[src/mmbc_pkg.sv]
// Shared constants and types of the minimum-mode local bus controller.
// Assumes a single 100 MHz clock; one processor T-state spans two clock cycles.
package mmbc_pkg;

    // Cycle status codes in the order {io/mem select, direction, status bit 0}.
    localparam logic [2:0] CODE_IRQ_ACK_STROBE_N = 3'h4;
    localparam logic [2:0] CODE_IO_RD = 3'h5;
    localparam logic [2:0] CODE_IO_WR = 3'h6;
    localparam logic [2:0] CODE_HALT = 3'h7;
    localparam logic [2:0] CODE_FETCH = 3'h0;
    localparam logic [2:0] CODE_MEM_RD = 3'h1;
    localparam logic [2:0] CODE_MEM_WR = 3'h2;
    localparam logic [2:0] CODE_PASSIVE = 3'h3;

    // Clock periods per T-state; phase 0 is the first half, phase 1 the second.
    localparam int TSTATE_CLOCKS = 2;

    typedef enum logic [6:0] {
        ST_IDLE = 7'h01,
        ST_T1 = 7'h02,
        ST_T2 = 7'h04,
        ST_T3 = 7'h08,
        ST_TW = 7'h10,
        ST_T4 = 7'h20,
        ST_HOLD = 7'h40
    } mmbc_state_type;

endpackage

[src/mmbc_cycle_decode.sv]
// Classifies a three-bit cycle status code into the kinds of transfer it needs.
// Assumes the code is stable for the whole bus cycle.
`timescale 1ns/100ps
module mmbc_cycle_decode (
    // Code in
    input wire logic [2:0] code,
    // Classification out
    output logic is_read,
    output logic is_write,
    output logic is_irq_ack_strobe_n
);

    always_comb begin
        is_read = 1'b0;
        is_write = 1'b0;
        is_irq_ack_strobe_n = 1'b0;
        case (code)
            mmbc_pkg::CODE_IRQ_ACK_STROBE_N: is_irq_ack_strobe_n = 1'b1;
            mmbc_pkg::CODE_IO_RD: is_read = 1'b1;
            mmbc_pkg::CODE_IO_WR: is_write = 1'b1;
            mmbc_pkg::CODE_FETCH: is_read = 1'b1;
            mmbc_pkg::CODE_MEM_RD: is_read = 1'b1;
            mmbc_pkg::CODE_MEM_WR: is_write = 1'b1;
            default: is_read = 1'b0; // Halt and passive move no data.
        endcase
    end

endmodule

[src/mmbc_bus_ctrl.sv]
// Minimum-mode local bus control: cycle sequencing, strobes, transceiver control, hold.
// Assumes the core presents cycle requests and the bus inputs synchronous to sys_clk.
//
// Functional notes
// - Minimum-mode functions only when mode select high; the code gates only cycle starts with it, hold is acknowledged either way.
// - IO/memory select valid from preceding T4.
// - Hold releases control lines, retaining logic one.
// - Write strobe low in T2, T3, Tw.
// - Interrupt acknowledge strobe low in T2, T3, Tw.
// - Address latch enable always driven, never released.
// - Direction follows status, high transmit, low receive.
// - Transceiver enable for memory, I/O, acknowledge cycles.
// - Read/acknowledge: enable mid T2 to mid T4.
// - Write: enable start T2 to mid T4.
// - Hold acknowledge raised after T4 or an idle T-state.
// - Release outputs together with hold acknowledge.
// - Drop acknowledge on low request; drive on next cycle.
// - Codes 100 acknowledge, 101 read I/O.
// - Read strobe low T2 (after float), T3, Tw.
`timescale 1ns/100ps
module mmbc_bus_ctrl (
    // Clock and reset
    input wire logic sys_clk,
    input wire logic rst_n,
    // Strap and core request
    input wire logic mode_select_pin,
    input wire logic req_valid,
    input wire logic [2:0] req_code,
    output logic req_taken,
    // Bus inputs
    input wire logic bus_ready,
    input wire logic hold_req,
    // Status and strobes
    output logic io_mem_select,
    output logic xcvr_direction,
    output logic cycle_status_bit0,
    output logic rd_n,
    output logic wr_n,
    output logic irq_ack_strobe_n,
    output logic xcvr_enable_n,
    output logic ctrl_oe,
    // Always driven
    output logic ale,
    output logic bus_hold_ack
);

    mmbc_pkg::mmbc_state_type state_reg;
    mmbc_pkg::mmbc_state_type state_next;
    logic phase_reg;
    logic [2:0] code_reg;
    logic drive_reg;
    logic start_ok;
    logic take;
    logic is_read;
    logic is_write;
    logic is_irq_ack_strobe_n;
    logic [2:0] status_next;

    initial begin
        if (mmbc_pkg::TSTATE_CLOCKS != 2) begin
            $error("Only two clocks per T-state are supported.");
        end
    end

    mmbc_cycle_decode u_mmbc_cycle_decode (
        .code(code_reg),
        .is_read(is_read),
        .is_write(is_write),
        .is_irq_ack_strobe_n(is_irq_ack_strobe_n)
    );

    // Hold request is used as is: the requester owns its synchronisation.
    assign start_ok = mode_select_pin && req_valid && (req_code != mmbc_pkg::CODE_PASSIVE);
    assign take = phase_reg && !hold_req && start_ok &&
        (state_reg == mmbc_pkg::ST_IDLE || state_reg == mmbc_pkg::ST_T4);

    // The T-state divider: state moves only at the end of phase 1.
    always_ff @(posedge sys_clk or negedge rst_n) begin
        if (!rst_n) begin
            phase_reg <= 1'b0;
        end else begin
            phase_reg <= !phase_reg;
        end
    end

    always_comb begin
        state_next = state_reg;
        if (phase_reg) begin
            case (state_reg)
                mmbc_pkg::ST_IDLE, mmbc_pkg::ST_T4: begin
                    if (hold_req) begin
                        state_next = mmbc_pkg::ST_HOLD;
                    end else if (take) begin
                        state_next = mmbc_pkg::ST_T1;
                    end else begin
                        state_next = mmbc_pkg::ST_IDLE;
                    end
                end
                mmbc_pkg::ST_T1: state_next = mmbc_pkg::ST_T2;
                mmbc_pkg::ST_T2: state_next = mmbc_pkg::ST_T3;
                mmbc_pkg::ST_T3, mmbc_pkg::ST_TW: begin
                    state_next = bus_ready ? mmbc_pkg::ST_T4 : mmbc_pkg::ST_TW;
                end
                mmbc_pkg::ST_HOLD: begin
                    if (!hold_req) begin
                        state_next = mmbc_pkg::ST_IDLE;
                    end
                end
                default: state_next = mmbc_pkg::ST_IDLE;
            endcase
        end
    end

    always_ff @(posedge sys_clk or negedge rst_n) begin
        if (!rst_n) begin
            state_reg <= mmbc_pkg::ST_IDLE;
        end else begin
            state_reg <= state_next;
        end
    end

    always_ff @(posedge sys_clk or negedge rst_n) begin
        if (!rst_n) begin
            code_reg <= mmbc_pkg::CODE_PASSIVE;
            req_taken <= 1'b0;
        end else begin
            req_taken <= take;
            if (take) begin
                code_reg <= req_code;
            end
        end
    end

    // Drivers come back only with the next bus cycle, not when hold drops.
    always_ff @(posedge sys_clk or negedge rst_n) begin
        if (!rst_n) begin
            drive_reg <= 1'b0;
        end else if (state_next == mmbc_pkg::ST_HOLD) begin
            drive_reg <= 1'b0;
        end else if (take) begin
            drive_reg <= 1'b1;
        end
    end

    // The status announces a cycle at the edge that takes it, from idle or from T4.
    always_comb begin
        case (state_reg)
            mmbc_pkg::ST_T1, mmbc_pkg::ST_T2, mmbc_pkg::ST_T3, mmbc_pkg::ST_TW: begin
                status_next = code_reg;
            end
            mmbc_pkg::ST_IDLE: status_next = take ? req_code : mmbc_pkg::CODE_PASSIVE;
            mmbc_pkg::ST_T4: status_next = take ? req_code : code_reg;
            default: status_next = mmbc_pkg::CODE_PASSIVE;
        endcase
    end

    // Every pin is registered; the drivers come back at the very edge that takes a cycle.
    always_ff @(posedge sys_clk or negedge rst_n) begin
        if (!rst_n) begin
            io_mem_select <= 1'b1;
            xcvr_direction <= 1'b1;
            cycle_status_bit0 <= 1'b1;
            ctrl_oe <= 1'b0;
        end else if (!drive_reg && !take) begin
            io_mem_select <= 1'b1;
            xcvr_direction <= 1'b1;
            cycle_status_bit0 <= 1'b1;
            ctrl_oe <= 1'b0;
        end else begin
            io_mem_select <= status_next[2];
            xcvr_direction <= status_next[1];
            cycle_status_bit0 <= status_next[0];
            ctrl_oe <= 1'b1;
        end
    end

    always_ff @(posedge sys_clk or negedge rst_n) begin
        if (!rst_n) begin
            rd_n <= 1'b1;
            wr_n <= 1'b1;
            irq_ack_strobe_n <= 1'b1;
        end else begin
            // Second half of T2 only: the address has left the bus by then.
            rd_n <= !(is_read && ((state_reg == mmbc_pkg::ST_T2 && phase_reg) ||
                state_reg == mmbc_pkg::ST_T3 || state_reg == mmbc_pkg::ST_TW));
            wr_n <= !(is_write && (state_reg == mmbc_pkg::ST_T2 ||
                state_reg == mmbc_pkg::ST_T3 || state_reg == mmbc_pkg::ST_TW));
            irq_ack_strobe_n <= !(is_irq_ack_strobe_n && (state_reg == mmbc_pkg::ST_T2 ||
                state_reg == mmbc_pkg::ST_T3 || state_reg == mmbc_pkg::ST_TW));
        end
    end

    always_ff @(posedge sys_clk or negedge rst_n) begin
        if (!rst_n) begin
            xcvr_enable_n <= 1'b1;
        end else if (!drive_reg) begin
            xcvr_enable_n <= 1'b1;
        end else begin
            case (state_reg)
                mmbc_pkg::ST_T2: begin
                    xcvr_enable_n <= !(is_write || ((is_read || is_irq_ack_strobe_n) && phase_reg));
                end
                mmbc_pkg::ST_T3, mmbc_pkg::ST_TW: begin
                    xcvr_enable_n <= !(is_write || is_read || is_irq_ack_strobe_n);
                end
                mmbc_pkg::ST_T4: begin
                    xcvr_enable_n <= !((is_write || is_read || is_irq_ack_strobe_n) && !phase_reg);
                end
                default: xcvr_enable_n <= 1'b1;
            endcase
        end
    end

    // The latch pulse is driven even in hold so the latch never sees a floating input.
    always_ff @(posedge sys_clk or negedge rst_n) begin
        if (!rst_n) begin
            ale <= 1'b0;
            bus_hold_ack <= 1'b0;
        end else begin
            ale <= (state_reg == mmbc_pkg::ST_T1) && !phase_reg;
            bus_hold_ack <= (state_reg == mmbc_pkg::ST_HOLD);
        end
    end

    AST_ALE_ONE_CLOCK: assert property (@(posedge sys_clk) disable iff (!rst_n)
        ale |=> !ale ##1 !ale)
        else $error("Latch pulse longer than one clock.");

    AST_ALE_IN_T1: assert property (@(posedge sys_clk) disable iff (!rst_n)
        $rose(ale) |-> $past(state_reg == mmbc_pkg::ST_T1) && ctrl_oe)
        else $error("Latch pulse outside T1.");

    AST_WR_DIR: assert property (@(posedge sys_clk) disable iff (!rst_n)
        !wr_n |-> xcvr_direction && !cycle_status_bit0 && !xcvr_enable_n)
        else $error("Write strobe with wrong status or enable.");

    AST_WR_WIDTH: assert property (@(posedge sys_clk) disable iff (!rst_n)
        $fell(wr_n) |-> !wr_n [*4])
        else $error("Write strobe shorter than T2 and T3.");

    AST_IRQ_ACK_STROBE_N_CODE: assert property (@(posedge sys_clk) disable iff (!rst_n)
        !irq_ack_strobe_n |-> {io_mem_select, xcvr_direction, cycle_status_bit0} == 3'h4)
        else $error("Acknowledge strobe with wrong status.");

    AST_RD_DEN: assert property (@(posedge sys_clk) disable iff (!rst_n)
        $fell(rd_n) |-> $past(rd_n, 2) && !xcvr_enable_n && !xcvr_direction)
        else $error("Read strobe early or without enable.");

    AST_DEN_TAIL: assert property (@(posedge sys_clk) disable iff (!rst_n)
        $rose(rd_n) |-> !xcvr_enable_n ##1 xcvr_enable_n)
        else $error("Enable not held into first half of T4.");

    AST_RELEASED_ONE: assert property (@(posedge sys_clk) disable iff (!rst_n)
        !ctrl_oe |-> io_mem_select && xcvr_direction && cycle_status_bit0 &&
        rd_n && wr_n && irq_ack_strobe_n && xcvr_enable_n)
        else $error("Released line not at logic one.");

    AST_HOLD_RELEASE: assert property (@(posedge sys_clk) disable iff (!rst_n)
        bus_hold_ack |-> !ctrl_oe)
        else $error("Outputs driven during hold acknowledge.");

    AST_HOLD_DROP: assert property (@(posedge sys_clk) disable iff (!rst_n)
        (state_reg == mmbc_pkg::ST_HOLD && phase_reg && !hold_req) |-> ##2 !bus_hold_ack)
        else $error("Hold acknowledge not dropped.");

    COV_WRITE: cover property (@(posedge sys_clk) disable iff (!rst_n) $fell(wr_n));
    COV_READ_WAIT: cover property (@(posedge sys_clk) disable iff (!rst_n)
        state_reg == mmbc_pkg::ST_TW && is_read);
    COV_HOLD: cover property (@(posedge sys_clk) disable iff (!rst_n) $fell(bus_hold_ack));

endmodule

[config.mk]
export PLATFORM = sky130hd
export DESIGN_NAME = mmbc_bus_ctrl
export DESIGN_NICKNAME = d
export VERILOG_FILES = /design/src/mmbc_pkg.sv /design/src/mmbc_cycle_decode.sv /design/src/mmbc_bus_ctrl.sv
export SDC_FILE = /design/constraint.sdc
export NUM_CORES = 1
export LEC_CHECK = 0
export BUFFER_PORTS_ARGS = -buffer_cell sky130_fd_sc_hd__buf_2
export CORE_MARGIN = 1.5
export CORE_UTILIZATION = 25
export DETAILED_ROUTE_END_ITERATION = 12
export HOLD_SLACK_MARGIN = 0.02
export PLACE_DENSITY = 0.42
export SLEW_MARGIN = 40
export SYNTH_ARGS = -nofsm -noshare
export SYNTH_HDL_FRONTEND = slang
export SYNTH_SLANG_ARGS = --single-unit
[constraint.sdc]
create_clock -name sys_clk -period 3.3 [get_ports sys_clk]
set_input_delay 0.66 -clock sys_clk [delete_from_list [all_inputs] [get_ports sys_clk]]
set_output_delay 0.66 -clock sys_clk [all_outputs]
set_load 0.01 [all_outputs]
==> flow_metrics.tcl, run 1 <==
set metrics [dict create \
    status "completed" \
    cp_cell_sequence "or4_4 -> nor3_4 -> nor3b_4 -> mux2i_1 -> o211ai_2" \
    core-area_um2 4690 \
    vias_per_cell 5.01 \
    grt.total_usage_pct 10.6 \
    clock_latency_ps 260 \
    fin_ws_ps 911 \
    crit_type "flip-flop to flip-flop" \
    dpl.hpwl_mm 1.89 \
    internal_power_uw 563 \
    root_buffer "clkbuf_8" \
    switching_share_pct 33.7 \
    slowest_delay_ps 650 \
    startpoint_type "flip-flop" \
    syn-num-nets 125 \
    ctsLongestPathBuffers 2 \
    first_pass_iters 4 \
    p_switching_uw 287 \
    fin_setup_tns_ps 0 \
    wl_mm 2.63 \
    hold_viol 0 \
    final_layout_size_suffix_gt1_share_pct 36.2 \
    clkPwrFrac_pct 20.5 \
    diodes 0 \
    clk_pin_slew_ps 80 \
    clkSinkCount 23 \
    synth_flop_cell "dfrtp_1" \
    r2r_start "state_reg[4]" \
    grt_pass1_vias 935 \
    grt_setup_unrepaired "no" \
    yosysUniqueCellTypes 49 \
    path_depth 5 \
    worstMarginPinSlew_ps 568 \
    startpoint "state_reg[4]" \
    hp-class "input port to async pin" \
    die_h_um 72.5 \
    cp_slowest_cell "or4_4" \
    cts_resized 0 \
    critical_path.top_delay_family "simple AND/OR/NAND/NOR gates" \
    fmax_mhz 419 \
    place_ws_ps 922 \
    skew_ps 4.52 \
    initial_core_util_pct 25.8 \
    setup_violations 0 \
    critPathArrivalTime_ps 2580 \
    place_congestion 0.792 \
    relSlewSlack_pct 61.6 \
    ys_warn_count 0 \
    async_flop_share_pct 100 \
    hold_slack_ps 354 \
    cp_max_fo 11 \
    drt-initial-drc-count 43 \
    synthesis.area_um2 1210 \
    total_power_uw 850 \
    drc 0 \
    area_growth_pct 13.1 \
    largest_reg_flops 7 \
    maxCapViolCount 0 \
    synth_area_per_cell_um2 10.4 \
    cts_setup_buffers 0 \
    stdcell_area_um2 1370 \
    avgRoutedWirePerCell_um 14.3 \
    ys_ff_latch 23 \
    synth_edf_count 0 \
    cellPowerDensity_nw_per_um2 621 \
    grt_pass1_wl_mm 4.42 \
    io_pins 20 \
    layout_min_cycle_time_ps 2390 \
    numCtsBuffers 3 \
    syn_inst 116 \
    dieArea_um2 5260 \
    port_buffers 19 \
    cts_tree "built" \
    fin_crit_sh_pct 72.4 \
    end_kind "flip-flop" \
    num_rows 25 \
    dpl-instance-area_um2 1320 \
    vias 921 \
    ant_nets 0 \
    rr_worst_depth 5 \
    power_frac_seq_pct 50.4 \
    worstPathBufferInverterCount 0 \
    die_w_um 72.5 \
    vdd_drop_max_mv 0.236 \
    grt_max_degree 24 \
    comb_power_share_pct 29.1 \
    grt_overflow 0 \
    ys_seq_area_share_pct 48.7 \
    grt_antenna_before_repair 0 \
    crit_required_ps 3490 \
    final_nets 140 \
    cts-htree-levels 1 \
    drv_slew 0 \
    hold_buffers 0 \
    leakagePower_nw 0.578 \
]
## Yosys cell counts (2+ instances only)
master,count,area (um^2)
dfrtp_1,13,325
dfstp_2,10,263
nor2_1,9,33.8
clkbuf_1,6,22.5
a21oi_1,5,25.0
inv_1,4,15.0
nand2_1,4,15.0
or3_1,4,25.0
nand3_1,3,15.0
nor3_1,3,15.0
nor4_1,3,18.8
o21ai_0,3,15.0
o22ai_1,3,18.8
or2_2,3,18.8
or3b_2,3,26.3
xnor2_1,3,26.3
a31oi_1,2,12.5
buf_6,2,22.5
nand2b_1,2,12.5
o31ai_1,2,15.0
## worst register-to-register path: cells and delay by family, from the launching register on
kind            cells  cell delay (ps)
simple gates        3             1400
flops               1              490
mux                 1              320
compound gates      1              110
## kinds of logic after synthesis
logic type                Yosys count  synth area share [%]
muxes                               2                  1.76
and+or+nand+nor                    47                  25.5
AOI/OAI and AO/OA                  28                  16.6
DFF                                23                  48.7
xor gates and xnor gates            3                  2.17
buffers and inverters              13                  5.38
## worst paths after layout
check	slack [ps]	end
hold / removal	350	req_taken
setup reg to reg	910	io_mem_select
setup / recovery	910	io_mem_select
min in group sys_clk	520	xcvr_enable_n
hold reg to reg	520	xcvr_enable_n
max in group asynchronous	2580	code_reg[1]
## power groups by stage
| stage | combinational, mW | sequential [mW] | clock, mW |
|---|---|---|---|
| 3_3_place_gp | 0.250 | 0.430 | 0 |
| 4_1_cts | 0.249 | 0.426 | 0.182 |
| 6_report | 0.248 | 0.428 | 0.174 |
| 5_1_grt | 0.272 | 0.437 | 0.195 |
| 3_5_place_dp | 0.248 | 0.430 | 0 |
| 2_1_floorplan | 0.204 | 0.401 | 0 |
## cells in the final DEF (no fill, tap or decap), types with 4 or more instances in the layout
cell type and n:
buf_2 19, dfrtp_1 13, dfstp_2 10, nor2_1 9, a21oi_1 5, inv_1 4
or3_1 4, nand2_1 4
## stage by stage
step	util, %	cells
after floorplan	-	116
after global placement	28.2	180
after detailed placement	28.2	180
after CTS	29.1	184
after global routing	29.1	184
final	29.1	184
## cell type report
type                    instances  area [um^2]
repair buffers                 19         95.1
multi-input cells              80          556
clock buffers                   3         41.3
flip-flops and latches         23          588
clock inverters                 1         5.00
well taps                      54         67.6
fillers                       510         3320
inverters                       4         15.0
## metal layers
| metal | share of wire, % | vias up | track usage (%) |
|---|---|---|---|
| met4 | 0.57 | 0 | 2.52 |
| li1 | - | 452 | - |
| met3 | 3.6 | 2 | 3.47 |
| met1 | 51 | 451 | 14.7 |
| met5 | 0 | - | 0 |
| met2 | 45 | 16 | 16.1 |
No activity file was read; power rests on OpenSTA's default activity.
==> run 2: changes to the inputs <==
--- a/config.mk
+++ b/config.mk
@@ -10,7 +10,7 @@
 export CORE_UTILIZATION = 25
 export DETAILED_ROUTE_END_ITERATION = 12
 export HOLD_SLACK_MARGIN = 0.02
-export PLACE_DENSITY = 0.42
+export PLACE_DENSITY = 0.43
 export SLEW_MARGIN = 40
 export SYNTH_ARGS = -nofsm -noshare
 export SYNTH_HDL_FRONTEND = slang
==> constraint.sdc (replaced) <==
create_clock -name sys_clk -period 1.95 [get_ports sys_clk]
set_input_delay 0.39 -clock sys_clk [delete_from_list [all_inputs] [get_ports sys_clk]]
set_output_delay 0.39 -clock sys_clk [all_outputs]
set_load 0.01 [all_outputs]
==> run 2 against run 1 <==
The flow now finishes with violations (negative setup slack). Flip-flop and latch count is the same. Clock power rose by 74%. Register-to-register slack worse by 960 ps. Combinational power grew to 2.9 times the previous value. Die area unchanged. Critical endpoint is now drive_reg.
==> flow_metrics.tcl, run 2 (synthesized netlist as in run 1, its figures left out) <==
set metrics [dict create \
    violations "negative setup slack" \
    core-area_um2 4690 \
    place_congestion 0.759 \
    final_layout_size_suffix_gt1_share_pct 56.8 \
    r2r_start "state_reg[1]" \
    maxCapViolCount 0 \
    port_buffers 19 \
    wl_mm 3.16 \
    worstPathBufferInverterCount 0 \
    num_rows 25 \
    grt_max_degree 24 \
    cellPowerDensity_nw_per_um2 1020 \
    final_nets 172 \
    crit_required_ps 2110 \
    worstMarginPinSlew_ps 518 \
    vias_per_cell 4.92 \
    vdd_drop_max_mv 0.399 \
    leakagePower_nw 0.766 \
    diodes 0 \
    drc 0 \
    largest_reg_flops 7 \
    setup_violations 4 \
    most-common-layout-cells "buf_4 (27), buf_2 (19), dfrtp_1 (13), dfstp_2 (10), nor2_1 (8)" \
    clkSinkCount 23 \
    cp_slowest_cell "or4_4" \
    startpoint_type "flip-flop" \
    end_kind "flip-flop" \
    switching_share_pct 33.8 \
    layout_min_cycle_time_ps 1990 \
    grt_overflow 0 \
    ctsLongestPathBuffers 2 \
    total_power_mw 1.76 \
    grt_antenna_before_repair 0 \
    clock_latency_ps 260 \
    root_buffer "clkbuf_8" \
    cts_tree "built" \
    vias 1062 \
    slowest_delay_ps 620 \
    final_core_util_pct 36.6 \
    cts-htree-levels 1 \
    filler_cell_count 497 \
    critPathArrivalTime_ps 2150 \
    critical_path.top_delay_family "simple AND/OR/NAND/NOR gates" \
    drv_slew 0 \
    fin_ws_ps -44.3 \
    layout_commonest_cell "buf_4" \
    relSlewSlack_pct 65.5 \
    regToRegSetupSlack_ps -40 \
    internal_power_mw 1.16 \
    hp-class "input port to async pin" \
    area_growth_pct 42.2 \
    crit_type "flip-flop to flip-flop" \
    fmax_mhz 501 \
    dieArea_um2 5260 \
    io_pins 20 \
    fin_crit_sh_pct 102 \
    dp_cells 206 \
    hold_buffers 0 \
    r2r-end "drive_reg" \
    fin_setup_tns_ps -93.6 \
    instances_no_fill 216 \
    grt_setup_unrepaired "yes" \
    status "finished with violations" \
    die_h_um 72.5 \
    hold_viol 0 \
    cp_max_fo 6 \
    dpl.hpwl_mm 2.28 \
    cp_cell_sequence "or4_4 -> nor3_2 -> a211o_1 -> or3b_1 -> o31a_1" \
    initial_core_util_pct 25.8 \
    rr_worst_depth 5 \
    place_ws_ps -84.1 \
    die_w_um 72.5 \
    numCtsBuffers 3 \
    grt_pass1_vias 1120 \
    first_pass_iters 4 \
    skew_ps 4.87 \
    clkPwrFrac_pct 17.2 \
    clk_pin_slew_ps 90 \
    drt-initial-drc-count 29 \
    grt_pass1_wl_mm 5.27 \
    avgRoutedWirePerCell_um 14.6 \
    grt.total_usage_pct 12.8 \
    power_frac_seq_pct 41.2 \
    ant_nets 0 \
    p_switching_uw 595 \
    comb_power_share_pct 41.6 \
]
run 2: changes by cell type in the layout (fill, tap and decap cells not counted), sizes merged:
cell,change
buf,+32
run 2: worst reg2reg max path, stage by stage, from the launching register on:
cell and delay (ps):
dfrtp_1 400, or4_4 620, nor3_2 150, a211o_1 130, or3b_1 340, o31a_1 240
run 2: how the worst max path moves through the flow:
stage | start | slack [ps] | to | cells after the start
after detailed placement | state_reg[4] | -80 | drive_reg | 5
final | state_reg[1] | -40 | drive_reg | 5
after floorplan | state_reg[2] | -130 | code_reg[2] | 7
after global placement | state_reg[5] | -130 | drive_reg | 5
after CTS | state_reg[3] | -50 | drive_reg | 5
after global routing | state_reg[1] | -150 | drive_reg | 5
run 2: layout make-up:
| type | instances | area (um^2) | area share [%] |
|---|---|---|---|
| multi-input cells | 80 | 648 | 37.7 |
| clock buffers | 3 | 41.3 | 2.40 |
| flip-flops and latches | 23 | 588 | 34.2 |
| well taps | 54 | 67.6 | 3.93 |
| inverters | 4 | 15.0 | 0.873 |
| clock inverters | 1 | 5.00 | 0.291 |
| repair buffers | 51 | 354 | 20.6 |
run 2: what timing repair did:
| item | 4_1_cts | 5_1_grt |
|---|---|---|
| setup buffers | 4 | 2 |
| gates resized for setup | 7 | 17 |
| gates cloned | 0 | 0 |
| endpoints found under the setup margin | 5 | 9 |
| pin swaps | 2 | 10 |
run 2: power groups by stage:
stage               sequential (mW)  clock (mW)  combinational [mW]
global placement              0.712           0               0.572
detailed placement            0.713           0               0.576
global route                  0.736       0.340               0.784
floorplan                     0.682           0               0.352
finish                        0.724       0.303               0.730
CTS                           0.709       0.317               0.619
run 2: through the flow:
step	hold slack, ps	instance area, um^2
2_1_floorplan	94.4	1220
3_3_place_gp	397	1530
3_5_place_dp	404	1530
4_1_cts	108	1630
5_1_grt	121	1720
6_report	87.7	1720
run 2: routing by layer:
metal / vias to the layer above / wire length (um) / part of all wire (%) / global-route usage (%)
met4: 0 / 42 / 1.3 / 4.82
met3: 6 / 90 / 2.8 / 2.08
met2: 15 / 1580 / 50 / 21.8
met5: - / 0 / 0 / 0
li1: 520 / - / - / -
met1: 521 / 1450 / 46 / 16.1
